`config.mk`:
```
export PLATFORM = sky130hd
export DESIGN_NAME = fse_flash_status
export DESIGN_NICKNAME = d
export VERILOG_FILES = /design/src/hdl/fse_flash_status.v
export VERILOG_INCLUDE_DIRS = /design/src /design/src/hdl
export SDC_FILE = /design/constraint.sdc
export NUM_CORES = 1
export LEC_CHECK = 0
export CORE_MARGIN = 3
export CORE_UTILIZATION = 50
export DETAILED_ROUTE_END_ITERATION = 6
export DONT_BUFFER_PORTS = 1
export GPL_ROUTABILITY_DRIVEN = 0
export PLACE_DENSITY_LB_ADDON = 0.25
export SLEW_MARGIN = 25
export SYNTH_ARGS = -nofsm -noshare
export SYNTH_HDL_FRONTEND = slang
export SYNTH_SLANG_ARGS = --single-unit
```
`constraint.sdc`:
```
create_clock -name pclk -period 1.7 [get_ports pclk]
set_clock_uncertainty 0.15 [all_clocks]
set_input_delay 0.255 -clock pclk [delete_from_list [all_inputs] [get_ports pclk]]
set_output_delay 0.255 -clock pclk [all_outputs]
set_load 0.02 [all_outputs]
```
`src/hdl/fse_defs.vh`:
```
// Register map, field positions and reset values of the flash status block
`ifndef FSE_DEFS_VH
`define FSE_DEFS_VH

// ----------------------------------------------------------------------
// Register indices (byte address is four times the index)
// ----------------------------------------------------------------------
`define FSE_IDX_CONFIG       6'h04
`define FSE_IDX_ERR_CONFIG   6'h05
`define FSE_IDX_STATUS       6'h06
`define FSE_IDX_ERR_STATUS   6'h08

// ----------------------------------------------------------------------
// flash_status fields
// ----------------------------------------------------------------------
`define FSE_ST_CMD_COMPLETE  7
`define FSE_ST_ACCESS_ERR    5
`define FSE_ST_PROTECT       4
`define FSE_ST_BUSY          3
`define FSE_ST_RSVD          2
`define FSE_ST_COMPL_HI      1
`define FSE_ST_COMPL_LO      0

// ----------------------------------------------------------------------
// flash_error_status fields
// ----------------------------------------------------------------------
`define FSE_ER_DOUBLE        1
`define FSE_ER_SINGLE        0

// ----------------------------------------------------------------------
// flash_config and flash_error_config fields
// ----------------------------------------------------------------------
`define FSE_CF_CC_IRQ_EN     7
`define FSE_CF_IGNORE_SF     4
`define FSE_CF_FORCE_DF      1
`define FSE_CF_FORCE_SF      0
`define FSE_EC_DF_IRQ_EN     1
`define FSE_EC_SF_IRQ_EN     0

// ----------------------------------------------------------------------
// Reset values
// ----------------------------------------------------------------------
`define FSE_RST_CMD_COMPLETE 1'b1
`define FSE_RST_COMPL        2'h0
`define FSE_RST_CONFIG       8'h00
`define FSE_RST_ERR_CONFIG   8'h00

`endif

```
`src/hdl/fse_flash_status.v`:
```
// Flash status and error flag register bank with APB slave
`include "fse_defs.vh"
`default_nettype none

module fse_flash_status (
  input  wire        pclk,
  input  wire        presetn,
  // APB slave
  input  wire        psel,
  input  wire        penable,
  input  wire        pwrite,
  input  wire [7:0]  paddr,
  input  wire [31:0] pwdata,
  output wire        pready,
  output reg  [31:0] prdata,
  output wire        pslverr,
  // Memory controller, same clock
  input  wire        cmd_done,
  input  wire        cmd_abort,
  input  wire [1:0]  cmd_compl_status,
  input  wire        seq_violation,
  input  wire        illegal_cmd,
  input  wire        protect_hit,
  input  wire        controller_busy,
  input  wire        reset_seq_done,
  input  wire [1:0]  reset_compl_status,
  input  wire        reset_double_fault,
  input  wire        array_read,
  input  wire        read_single_fault,
  input  wire        read_double_fault,
  input  wire        read_block_busy,
  output reg         cmd_launch,
  output wire        seq_start_allowed,
  output wire        cmd_complete_flag,
  output wire        ignore_single_fault,
  output wire        force_double_fault,
  output wire        force_single_fault,
  // Interrupt requests
  output wire        cmd_complete_irq,
  output wire        fault_irq
);

  // --------------------------------------------------------------------
  // Register map (byte address = 4 x index, low byte of the word)
  // --------------------------------------------------------------------
  //   0x10  flash_config        irq enable 7, ignore single 4,
  //                             force double 1, force single 0
  //   0x14  flash_error_config  double irq enable 1, single enable 0
  //   0x18  flash_status        complete 7, access err 5, protect 4,
  //                             busy 3, completion status 1:0
  //   0x20  flash_error_status  double fault 1, single fault 0
  // Any other address answers with pslverr and has no effect.
  // Launching and clearing errors in one write is refused: the errors
  // are judged as they stood before the write, so software clears them
  // first and then launches.

  // --------------------------------------------------------------------
  // Helpers
  // --------------------------------------------------------------------
  // Byte address of a register index
  function [7:0] addr_of;
    input [5:0] idx;
    begin
      addr_of = {idx, 2'b00};
    end
  endfunction

  // Sticky flag: a hardware set wins over a same-cycle write-1 clear
  function w1c_next;
    input flag;
    input set;
    input clr;
    begin
      w1c_next = set | (flag & ~clr);
    end
  endfunction

  // --------------------------------------------------------------------
  // State
  // --------------------------------------------------------------------
  reg        cmd_complete_q;
  reg        cmd_complete_d;
  reg        access_error_q;
  reg        access_error_d;
  reg        protect_q;
  reg        protect_d;
  reg  [1:0] compl_status_q;
  reg  [1:0] compl_status_d;
  reg        double_fault_q;
  reg        double_fault_d;
  reg        single_fault_q;
  reg        single_fault_d;
  reg  [7:0] config_q;
  reg  [7:0] err_config_q;
  reg  [7:0] config_d;
  reg  [7:0] err_config_d;
  reg        launch_d;
  reg  [31:0] rdata_d;

  // --------------------------------------------------------------------
  // Bus decode
  // --------------------------------------------------------------------
  wire sel_cfg  = (paddr == addr_of(`FSE_IDX_CONFIG));
  wire sel_ecfg = (paddr == addr_of(`FSE_IDX_ERR_CONFIG));
  wire sel_st   = (paddr == addr_of(`FSE_IDX_STATUS));
  wire sel_est  = (paddr == addr_of(`FSE_IDX_ERR_STATUS));
  wire hit      = sel_cfg | sel_ecfg | sel_st | sel_est;
  wire setup    = psel & ~penable;
  wire access   = psel & penable;
  wire wr       = access & pwrite & hit;

  // Zero wait states; unmapped addresses answer with an error
  assign pready  = 1'b1;
  assign pslverr = access & ~hit;

  wire wr_st  = wr & sel_st;
  wire wr_est = wr & sel_est;

  // --------------------------------------------------------------------
  // Status register view
  // --------------------------------------------------------------------
  wire [7:0] status_view;
  assign status_view[`FSE_ST_CMD_COMPLETE] = cmd_complete_q;
  assign status_view[6]                    = 1'b0;
  assign status_view[`FSE_ST_ACCESS_ERR]   = access_error_q;
  assign status_view[`FSE_ST_PROTECT]      = protect_q;
  assign status_view[`FSE_ST_BUSY]         = controller_busy;
  assign status_view[`FSE_ST_RSVD]         = 1'b0;
  assign status_view[`FSE_ST_COMPL_HI:`FSE_ST_COMPL_LO] = compl_status_q;

  wire [7:0] err_status_view = {6'h00, double_fault_q, single_fault_q};

  // --------------------------------------------------------------------
  // Command launch and status flags
  // --------------------------------------------------------------------
  // Launch needs the flag set and the access error and protect flags clear as they stood
  // before this write, so clearing an error and launching in one write
  // still fails; software must clear the errors first.
  wire launch_req = wr_st & pwdata[`FSE_ST_CMD_COMPLETE];
  wire launch_ok  = cmd_complete_q & ~access_error_q & ~protect_q;

  always @* begin
    launch_d       = launch_req & launch_ok;
    cmd_complete_d = cmd_complete_q;
    if (launch_d) begin
      cmd_complete_d = 1'b0;
    end else if (~cmd_complete_q & (cmd_done | cmd_abort)) begin
      cmd_complete_d = 1'b1;
    end
  end

  always @* begin
    access_error_d = w1c_next(access_error_q,
                              seq_violation | illegal_cmd,
                              wr_st & pwdata[`FSE_ST_ACCESS_ERR]);
    protect_d      = w1c_next(protect_q, protect_hit,
                              wr_st & pwdata[`FSE_ST_PROTECT]);
  end

  always @* begin
    compl_status_d = compl_status_q;
    if (reset_seq_done) begin
      compl_status_d = reset_compl_status;
    end else if (launch_d) begin
      compl_status_d = 2'h0;
    end else if (~cmd_complete_q & (cmd_done | cmd_abort)) begin
      compl_status_d = cmd_compl_status;
    end
  end

  // --------------------------------------------------------------------
  // Error status flags
  // --------------------------------------------------------------------
  wire rd_busy   = array_read & read_block_busy;
  wire df_event  = (array_read & read_double_fault)
                 | (array_read & config_q[`FSE_CF_FORCE_DF])
                 | rd_busy
                 | (reset_seq_done & reset_double_fault);
  wire sf_event  = ~config_q[`FSE_CF_IGNORE_SF]
                 & ((array_read & read_single_fault)
                  | (array_read & config_q[`FSE_CF_FORCE_SF])
                  | rd_busy);

  always @* begin
    double_fault_d = w1c_next(double_fault_q, df_event,
                              wr_est & pwdata[`FSE_ER_DOUBLE]);
    single_fault_d = w1c_next(single_fault_q, sf_event,
                              wr_est & pwdata[`FSE_ER_SINGLE]);
  end

  // --------------------------------------------------------------------
  // Read data, captured in the setup cycle
  // --------------------------------------------------------------------
  always @* begin
    rdata_d = 32'h0000_0000;
    if (sel_cfg) begin
      rdata_d[7:0] = config_q;
    end else if (sel_ecfg) begin
      rdata_d[7:0] = err_config_q;
    end else if (sel_st) begin
      rdata_d[7:0] = status_view;
    end else if (sel_est) begin
      rdata_d[7:0] = err_status_view;
    end
  end

  // --------------------------------------------------------------------
  // Control register next values
  // --------------------------------------------------------------------
  // Only the documented control bits are writable; others stay 0
  always @* begin
    config_d     = config_q;
    err_config_d = err_config_q;
    if (wr & sel_cfg) begin
      config_d = pwdata[7:0] & 8'h93;
    end
    if (wr & sel_ecfg) begin
      err_config_d = pwdata[7:0] & 8'h03;
    end
  end

  // --------------------------------------------------------------------
  // Timing seen from the bus
  // --------------------------------------------------------------------
  // A write takes effect at the edge that ends its access phase; flags
  // and cmd_launch show the result one cycle later. A controller event
  // in that same cycle is merged, and a set wins over a clear.
  // pready is tied high, so a transfer never takes more than two cycles.
  // controller_busy reaches the status byte without a register, so a
  // read shows the busy level as it stood at the setup edge.
  // Completion status is cleared by a launch and loaded when the
  // command ends, or when the reset sequence of the array finishes.

  // --------------------------------------------------------------------
  // Status flag registers
  // --------------------------------------------------------------------
  // The complete flag resets to 1 so software may launch at once
  always @(posedge pclk or negedge presetn) begin
    if (!presetn) begin
      cmd_complete_q <= `FSE_RST_CMD_COMPLETE;
    end else begin
      cmd_complete_q <= cmd_complete_d;
    end
  end

  always @(posedge pclk or negedge presetn) begin
    if (!presetn) begin
      access_error_q <= 1'b0;
    end else begin
      access_error_q <= access_error_d;
    end
  end

  always @(posedge pclk or negedge presetn) begin
    if (!presetn) begin
      protect_q <= 1'b0;
    end else begin
      protect_q <= protect_d;
    end
  end

  always @(posedge pclk or negedge presetn) begin
    if (!presetn) begin
      compl_status_q <= `FSE_RST_COMPL;
    end else begin
      compl_status_q <= compl_status_d;
    end
  end

  // --------------------------------------------------------------------
  // Error flag registers
  // --------------------------------------------------------------------
  // Sticky until written 1; a same-cycle set keeps them 1
  always @(posedge pclk or negedge presetn) begin
    if (!presetn) begin
      double_fault_q <= 1'b0;
    end else begin
      double_fault_q <= double_fault_d;
    end
  end

  always @(posedge pclk or negedge presetn) begin
    if (!presetn) begin
      single_fault_q <= 1'b0;
    end else begin
      single_fault_q <= single_fault_d;
    end
  end

  // --------------------------------------------------------------------
  // Control registers
  // --------------------------------------------------------------------
  always @(posedge pclk or negedge presetn) begin
    if (!presetn) begin
      config_q <= `FSE_RST_CONFIG;
    end else begin
      config_q <= config_d;
    end
  end

  always @(posedge pclk or negedge presetn) begin
    if (!presetn) begin
      err_config_q <= `FSE_RST_ERR_CONFIG;
    end else begin
      err_config_q <= err_config_d;
    end
  end

  // --------------------------------------------------------------------
  // Bus and controller outputs
  // --------------------------------------------------------------------
  // Launch is a one-cycle pulse, the cycle after the write edge
  always @(posedge pclk or negedge presetn) begin
    if (!presetn) begin
      cmd_launch <= 1'b0;
    end else begin
      cmd_launch <= launch_d;
    end
  end

  // Read data loads at setup so it stands through the access phase
  always @(posedge pclk or negedge presetn) begin
    if (!presetn) begin
      prdata <= 32'h0000_0000;
    end else begin
      prdata <= (setup & ~pwrite) ? rdata_d : prdata;
    end
  end

  // --------------------------------------------------------------------
  // Outputs to the controller and interrupt requests
  // --------------------------------------------------------------------
  assign seq_start_allowed   = ~protect_q;
  assign cmd_complete_flag   = cmd_complete_q;
  assign ignore_single_fault = config_q[`FSE_CF_IGNORE_SF];
  assign force_double_fault  = config_q[`FSE_CF_FORCE_DF];
  assign force_single_fault  = config_q[`FSE_CF_FORCE_SF];

  assign cmd_complete_irq = cmd_complete_q
                          & config_q[`FSE_CF_CC_IRQ_EN];
  assign fault_irq = (double_fault_q & err_config_q[`FSE_EC_DF_IRQ_EN])
                   | (single_fault_q
                      & err_config_q[`FSE_EC_SF_IRQ_EN]);

endmodule

`default_nettype wire

```
Word-level counts from Yosys, hierarchy flattened
Index checks and enable logic that the tools add are counted.

Mux-type cells: 9. Bitwise gates (word level): 59. Eq/ne operators: 4. Reductions and logical operators: 2.

Operators by type and width (count): 1-bit bitwise AND (33); 8-bit by 5-bit equality test with 1-bit output, second input constant (3); 8-bit 2-to-1 mux (3); 1-bit OR (15); 1-bit inverter (11); 8-bit by 6-bit equality test with 1-bit output, second input constant (1); 2-bit 2-to-1 mux (4); 3-bit nonzero test (1); 1-bit 2-to-1 mux (2); 2-bit nonzero test (1).

Output and inout bits: 42. Logic and storage cells: 84. Register bits after elaboration: 22. Bits of input ports: 61.

Longest topological paths before layout
Gate-level depths: netlist of the first run.

Depth after elaboration: 10. Gate-level depth with buffers: 4. Mapped depth without buffers: 3.

Least setup slack after synthesis of the first run
OpenSTA, ideal clock, no wires.

Path kind: input to output. Start: input paddr[2]. End: output pslverr. Data required time: 1.295 ns. Arrival time: 1.210 ns. Path buffers: 1. Setup slack: 0.085 ns. Stages on the path: 4. Cell sequence: clkbuf_1 nor4_4 nand3_1 and4_1.

Word-level cells in the longest chain between the ends: 6. Elaborated cells on any way between the ends: 9. Those cells by class: 4 x eq/ne; 5 x bitwise.

Ends and longest elaborated chain: start, declared (RTL line fse_flash_status.v:12) `input wire [7:0] paddr,`; 8-bit by 5-bit equality test with 1-bit output, on equally long branches (RTL line fse_flash_status.v:103, fse_flash_status.v:104); 1-bit OR (2 in series) (RTL line fse_flash_status.v:107) `wire hit = sel_cfg | sel_ecfg | sel_st | sel_est;`; 1-bit OR (*) (RTL line fse_flash_status.v:107); 1-bit inverter (*) (RTL line fse_flash_status.v:114) `assign pslverr = access & ~hit;`; 1-bit bitwise AND (*) (RTL line fse_flash_status.v:114); end, declared (RTL line fse_flash_status.v:16) `output wire pslverr,`.

Every way passes the cells marked *; elsewhere a longest branch is shown, timed or not.

Worst setup path after layout of the first run
Start: register cmd_complete_q, in the netlist cmd_complete_flag. End: output cmd_complete_irq.

Word-level cells in the longest chain between the ends: 1.

Ends and longest elaborated chain: start, declared (RTL line fse_flash_status.v:81) `reg cmd_complete_q;`; start signal, assigned (RTL line fse_flash_status.v:240) `` cmd_complete_q <= `FSE_RST_CMD_COMPLETE; ``; start signal, assigned (RTL line fse_flash_status.v:242) `cmd_complete_q <= cmd_complete_d;`; 1-bit bitwise AND (RTL line fse_flash_status.v:339) `assign cmd_complete_irq = cmd_complete_q`; end, declared (RTL line fse_flash_status.v:39) `output wire cmd_complete_irq,`.

No other way between the ends.

==> impl_metrics.ini, run 1 <==
[sta]
fin_crit_ns = 1.63
worst_slack_ns = 0.0682
finalSetupViolCount = 0
finalMaxSlewViolations = 0
timing.hold.ws_ns = 0.0127
hold_viol = 0
tns_ns = 0
grt_setup_unrepaired = false
period_share = 0.960
fmax_ghz = 0.613

[yosys]
syn_area_um2 = 1330
synthSimpleGateAreaFrac = 0.250
synth_xor_area_frac = 0.00660
muxShareOfSynthArea = 0.0660
yosysSeqAreaShare = 0.378
synthCells = 133
yosysWarnings = 0
synth-compound-area-share = 0.116
synthDistinctLibCells = 39
avgSynthCellArea_um2 = 9.98
synth_fa_ha_area_frac = 0
ys_ff_latch = 20
synth_top_family_by_area = simple AND/OR/NAND/NOR gates

[worst_setup_path]
path_max_fanout = 5
critical-path-top-delay-family = flip-flops
criticalPathCategory = reg2out
r2r_slack_ns = 0.09
critPathBufInv = 1
start_kind = flop
worstSetupEndpointType = output pin
cp_slowest_cell = dfstp_2
worstPathCellList = buf_4, and2_2
critPathArrivalTime_ns = 1.23
max_stage_delay_ns = 0.54
cp_data_required_time_ns = 1.29

[route]
wirelength_um = 2820
drc_errors = 0
wl_per_cell_um = 15.4
vias = 993
via_per_inst = 5.43
met3_length_um = 282
dr.pass1.iters = 4
drt_iter0_markers = 21
met2_length_um = 1410
wl_met1_um = 1060
ant_nets = 0
highest_layer = met4

[power_and_ir_drop]
power.leakage_nw = 0.676
p_sw_mw = 0.287
p_int_mw = 0.688
ir_worst_vdd_uv = 422
p_sw_frac = 0.294
pwr-share-clk = 0.283
power_density_nw_per_um2 = 663
p_seq_frac = 0.547
pwr-share-comb = 0.170

[layout]
syn2layout_area_growth_pct = 10.8
fillers = 229
layout_common_cells = conb_1, dfrtp_1, dlygate4sd3_1
final_common_cell = conb_1
drive_gt1_frac = 0.131
fin_nets = 215
n_antenna_cell = 0

[clocking]
path_clk_slew_ns = 0.11
clock_path_buffers = 2
cts_sinks = 20
cts_buffers = 3
clock_latency_ns = 0.30
cts_max_level = 1
ctsRootBufferMaster = clkbuf_4
post_cts_buffers = 0
cts_tree = yes

[grt]
grt_pass1_vias = 1009
antenna_found_initial = 0
grt_max_degree = 21
grt_remaining_overflow = 0
grt_pass1_wl_um = 4540
track_usage = 0.179

[floorplan]
die_h_um = 57.5
start_util = 0.531
dieArea_um2 = 3310
rows = 18
fp.coreArea_um2 = 2500
ios = 103
die_w_um = 57.5

[hold_path]
holdCritPathClass = in2reg

[run_status]
status = complete, no violations

[placed_design]
pre_cts_slack_ns = 0.179
io_buffers = 0
place_hpwl_um = 2150

[job]
drv_cap = 0
[final timing paths]
check                                    end              start  depth (start not counted)
max                         cmd_complete_irq  cmd_complete_flag                          2
min                           double_fault_q    read_block_busy                          2
max reg2reg                cmd_complete_flag  cmd_complete_flag                          4
min reg2reg                      config_q[7]        config_q[7]                          1
max in group asynchronous  cmd_complete_flag            presetn                          2
min in group asynchronous          prdata[7]            presetn                          2
[cells by family after synthesis]
group,after synthesis
compound gates,22
xor+xnor,1
buf+inv,33
flops,20
mux,8
other cells,2
simple gates,47
[power groups by stage]
stage          combinational (mW)  sequential [mW]  clock, mW
5_1_grt                     0.182            0.537      0.304
3_3_place_gp                0.125            0.543          0
6_report                    0.166            0.533      0.276
3_5_place_dp                0.126            0.544          0
2_1_floorplan               0.167            0.538          0
4_1_cts                     0.164            0.534      0.285
[cells in the mapped netlist, drive strengths merged]
cell type / number / area (µm²)
buf: 29 / 221
dfrtp: 19 / 475
nand4: 7 / 43.8
nor2: 7 / 26.3
a31oi: 6 / 37.5
and3b: 6 / 52.6
mux2: 6 / 67.6
nand2: 6 / 22.5
nand3: 5 / 37.5
clkbuf: 3 / 11.3
nor4b: 3 / 41.3
o211ai: 3 / 22.5
a21o: 2 / 15.0
a21oi: 2 / 10.0
and4: 2 / 17.5
conb: 2 / 7.51
mux2i: 2 / 20.0
nor2b: 2 / 12.5
nor3: 2 / 10.0
nor3b: 2 / 15.0
o21ai: 2 / 10.0
o31ai: 2 / 15.0
a211o: 1 / 8.76
a221o: 1 / 10.0
a22o: 1 / 8.76
and2: 1 / 6.26
and3: 1 / 6.26
dfstp: 1 / 26.3
inv: 1 / 3.75
nor4: 1 / 21.3
nor4bb: 1 / 10.0
o21bai: 1 / 7.51
o31a: 1 / 8.76
or3b: 1 / 8.76
xor2: 1 / 8.76
[registers in the layout, indices dropped and copies added (netlist names)]
signal             count
protect_q              1
access_error_q         1
double_fault_q         1
err_config_q           2
cmd_launch             1
single_fault_q         1
cmd_complete_flag      1
prdata                 6
compl_status_q         2
config_q               4
[metal layers]
metal | vias to the layer above | track usage
met3 | 7 | 0.0588
met5 | - | 0
met2 | 53 | 0.290
met1 | 462 | 0.210
met4 | 0 | 0.0894
li1 | 471 | -
[final cells by class]
class,count,area [µm²],area share
Tap cell,30,37.5,0.0255
Clock buffer,4,36.3,0.0247
Inverter,1,3.75,0.00255
Multi-Input combinational cell,105,684,0.465
Timing Repair Buffer,23,208,0.141
Sequential cell,20,502,0.341
[stage by stage]
| step | util | instances | power [mW] | instance area [µm²] |
|---|---|---|---|---|
| 2_1_floorplan | - | 158 | 0.705 | 1420 |
| 6_report | 0.589 | 183 | 0.975 | 1470 |
| 3_3_place_gp | 0.512 | 163 | 0.668 | 1280 |
| 3_5_place_dp | 0.512 | 163 | 0.670 | 1280 |
| 5_1_grt | 0.589 | 183 | 1.02 | 1470 |
| 4_1_cts | 0.586 | 182 | 0.984 | 1470 |
[worst reg2reg max path: stages (launching register included)]
cell           delay, ns
dfstp_2             0.54
buf_4               0.16
nor3_1              0.06
dlygate4sd3_1       0.55
nor2_1              0.09
[timing repair]
action | in CTS | in global routing
hold buffers | 15 | 1
gates resized for setup | 0 | 1
endpoints found under the setup margin | 0 | 1
hold endpoints to repair | 34 | 19
(Power assumes the default switching activity.)
==> run 2: changes to the inputs <==
PLACE_DENSITY_LB_ADDON = 0.08   (was 0.25)
==> run 2 against run 1 <==
  * Critical path depth unchanged
  * Critical path type unchanged
  * Utilization decreased by 0.10 points
  * First-iteration DRC count increased by 81%
  * Highest routed layer unchanged
==> impl_metrics.ini, run 2 (same netlist as run 1, synthesis figures left out) <==
[route]
dr.pass1.iters = 4
wirelength_um = 2910
drt_iter0_markers = 38
via_per_inst = 5.55
ant_nets = 0
vias = 1022
wl_per_cell_um = 15.8
drc_errors = 0

[floorplan]
die_h_um = 57.5
rows = 18
die_w_um = 57.5
start_util = 0.531
ios = 103
dieArea_um2 = 3310
fp.coreArea_um2 = 2500

[power_and_ir_drop]
power_density_nw_per_um2 = 640
p_seq_frac = 0.567
power.leakage_nw = 0.675
fin_total_pwr_mw = 0.940
ir_worst_vdd_uv = 511
p_sw_mw = 0.290
pwr-share-clk = 0.255
p_int_mw = 0.650
pwr-share-comb = 0.178
p_sw_frac = 0.309

[grt]
busiest_layer = met2
antenna_found_initial = 0
use_met3 = 0.0656
grt_remaining_overflow = 0
grt_pass1_wl_um = 4620
grt_max_degree = 21
grt_pass1_vias = 978
grt_util_met2 = 0.295
track_usage = 0.180
grtUsageMet1 = 0.210

[hold_path]
hold_path.startpoint = read_block_busy
holdCritPathClass = in2reg

[worst_setup_path]
worstReg2RegStart = cmd_complete_flag
cp_slowest_cell = dfstp_2
critPathArrivalTime_ns = 1.21
cp_data_required_time_ns = 1.29
startpoint = cmd_complete_flag
max_stage_delay_ns = 0.54
critical-path-top-delay-family = flip-flops
worstSetupEndpointType = output pin
start_kind = flop
worstPathCellList = buf_4, and2_2
path_max_fanout = 5
criticalPathCategory = reg2out
critPathBufInv = 1

[clocking]
clock_latency_ns = 0.31
cts_sinks = 20
cts_max_level = 1
cts_tree = yes
clock_path_buffers = 2
path_clk_slew_ns = 0.12
ctsRootBufferMaster = clkbuf_4
cts_buffers = 3

[sta]
period_share = 0.951
fin_crit_ns = 1.62
tns_ns = 0
hold_viol = 0
grt_setup_unrepaired = false
finalMaxSlewViolations = 0
finalSetupViolCount = 0
fmax_ghz = 0.619

[layout]
largestRegisters = prdata x6, config_q x4
largest_reg_flops = 6
n_antenna_cell = 0
register_area_um2 = 502
layout_common_cells = conb_1, dfrtp_1, dlygate4sd3_1
fillers = 221
top_register = prdata
post-route-cell-area_um2 = 1470
final_common_cell = conb_1
drive_gt1_frac = 0.130
fin_nets = 216
multi_input_area_um2 = 684
syn2layout_area_growth_pct = 10.7

[placed_design]
dpl_cell_area_um2 = 1290
place_hpwl_um = 2220
io_buffers = 0

[job]
drv_cap = 0

[run_status]
status = complete, no violations
[run 2: worst paths after layout]
check	to	slack (ns)	depth (start not counted)
worst max-delay path	cmd_complete_irq	0.08	2
worst min-delay path	double_fault_q	0.02	2
worst max register to register	cmd_complete_flag	0.09	4
worst min register to register	access_error_q	0.39	1
max in group asynchronous	cmd_complete_flag	0.79	2
min in group asynchronous	prdata[3]	0.25	2
[run 2: power groups by stage]
stage               Combinational [mW]  Sequential (mW)  Clock [mW]
finish                           0.167            0.533       0.239
detailed placement               0.128            0.543           0
global placement                 0.127            0.543           0
floorplan                        0.167            0.538           0
global route                     0.184            0.536       0.269
CTS                              0.166            0.534       0.245
[run 2: cell type report]
cell class	instances	share of cell area
tap	30	0.0256
multi-input combinational	105	0.466
sequential	20	0.342
inverter	1	0.00256
timing repair buffer	24	0.147
clock buffer	4	0.0179
[run 2: metrics by stage]
| step | std cells | hold slack [ns] | utilization | worst slack (ns) |
|---|---|---|---|---|
| final | 184 | 0.0152 | 0.588 | 0.0841 |
| after global routing | 184 | 0.0240 | 0.588 | 0.0104 |
| after CTS | 183 | 0.00893 | 0.585 | 0.0359 |
| after detailed placement | 164 | -0.190 | 0.515 | 0.140 |
| after floorplan | 158 | -0.191 | - | 0.0847 |
| after global placement | 164 | -0.190 | 0.515 | 0.165 |
[run 2: what timing repair did]
item / CTS / global route
hold buffers: 15 / 1
buffers inserted: 0 / 0
hold endpoints to repair: 34 / 19
setup endpoints to repair: 0 / 1
resized for setup: 0 / 1
[run 2: routing by layer]
layer,up-vias,wire length (µm)
met5,-,0
li1,479,-
met2,58,1390
met1,480,1180
met3,5,288
met4,0,55
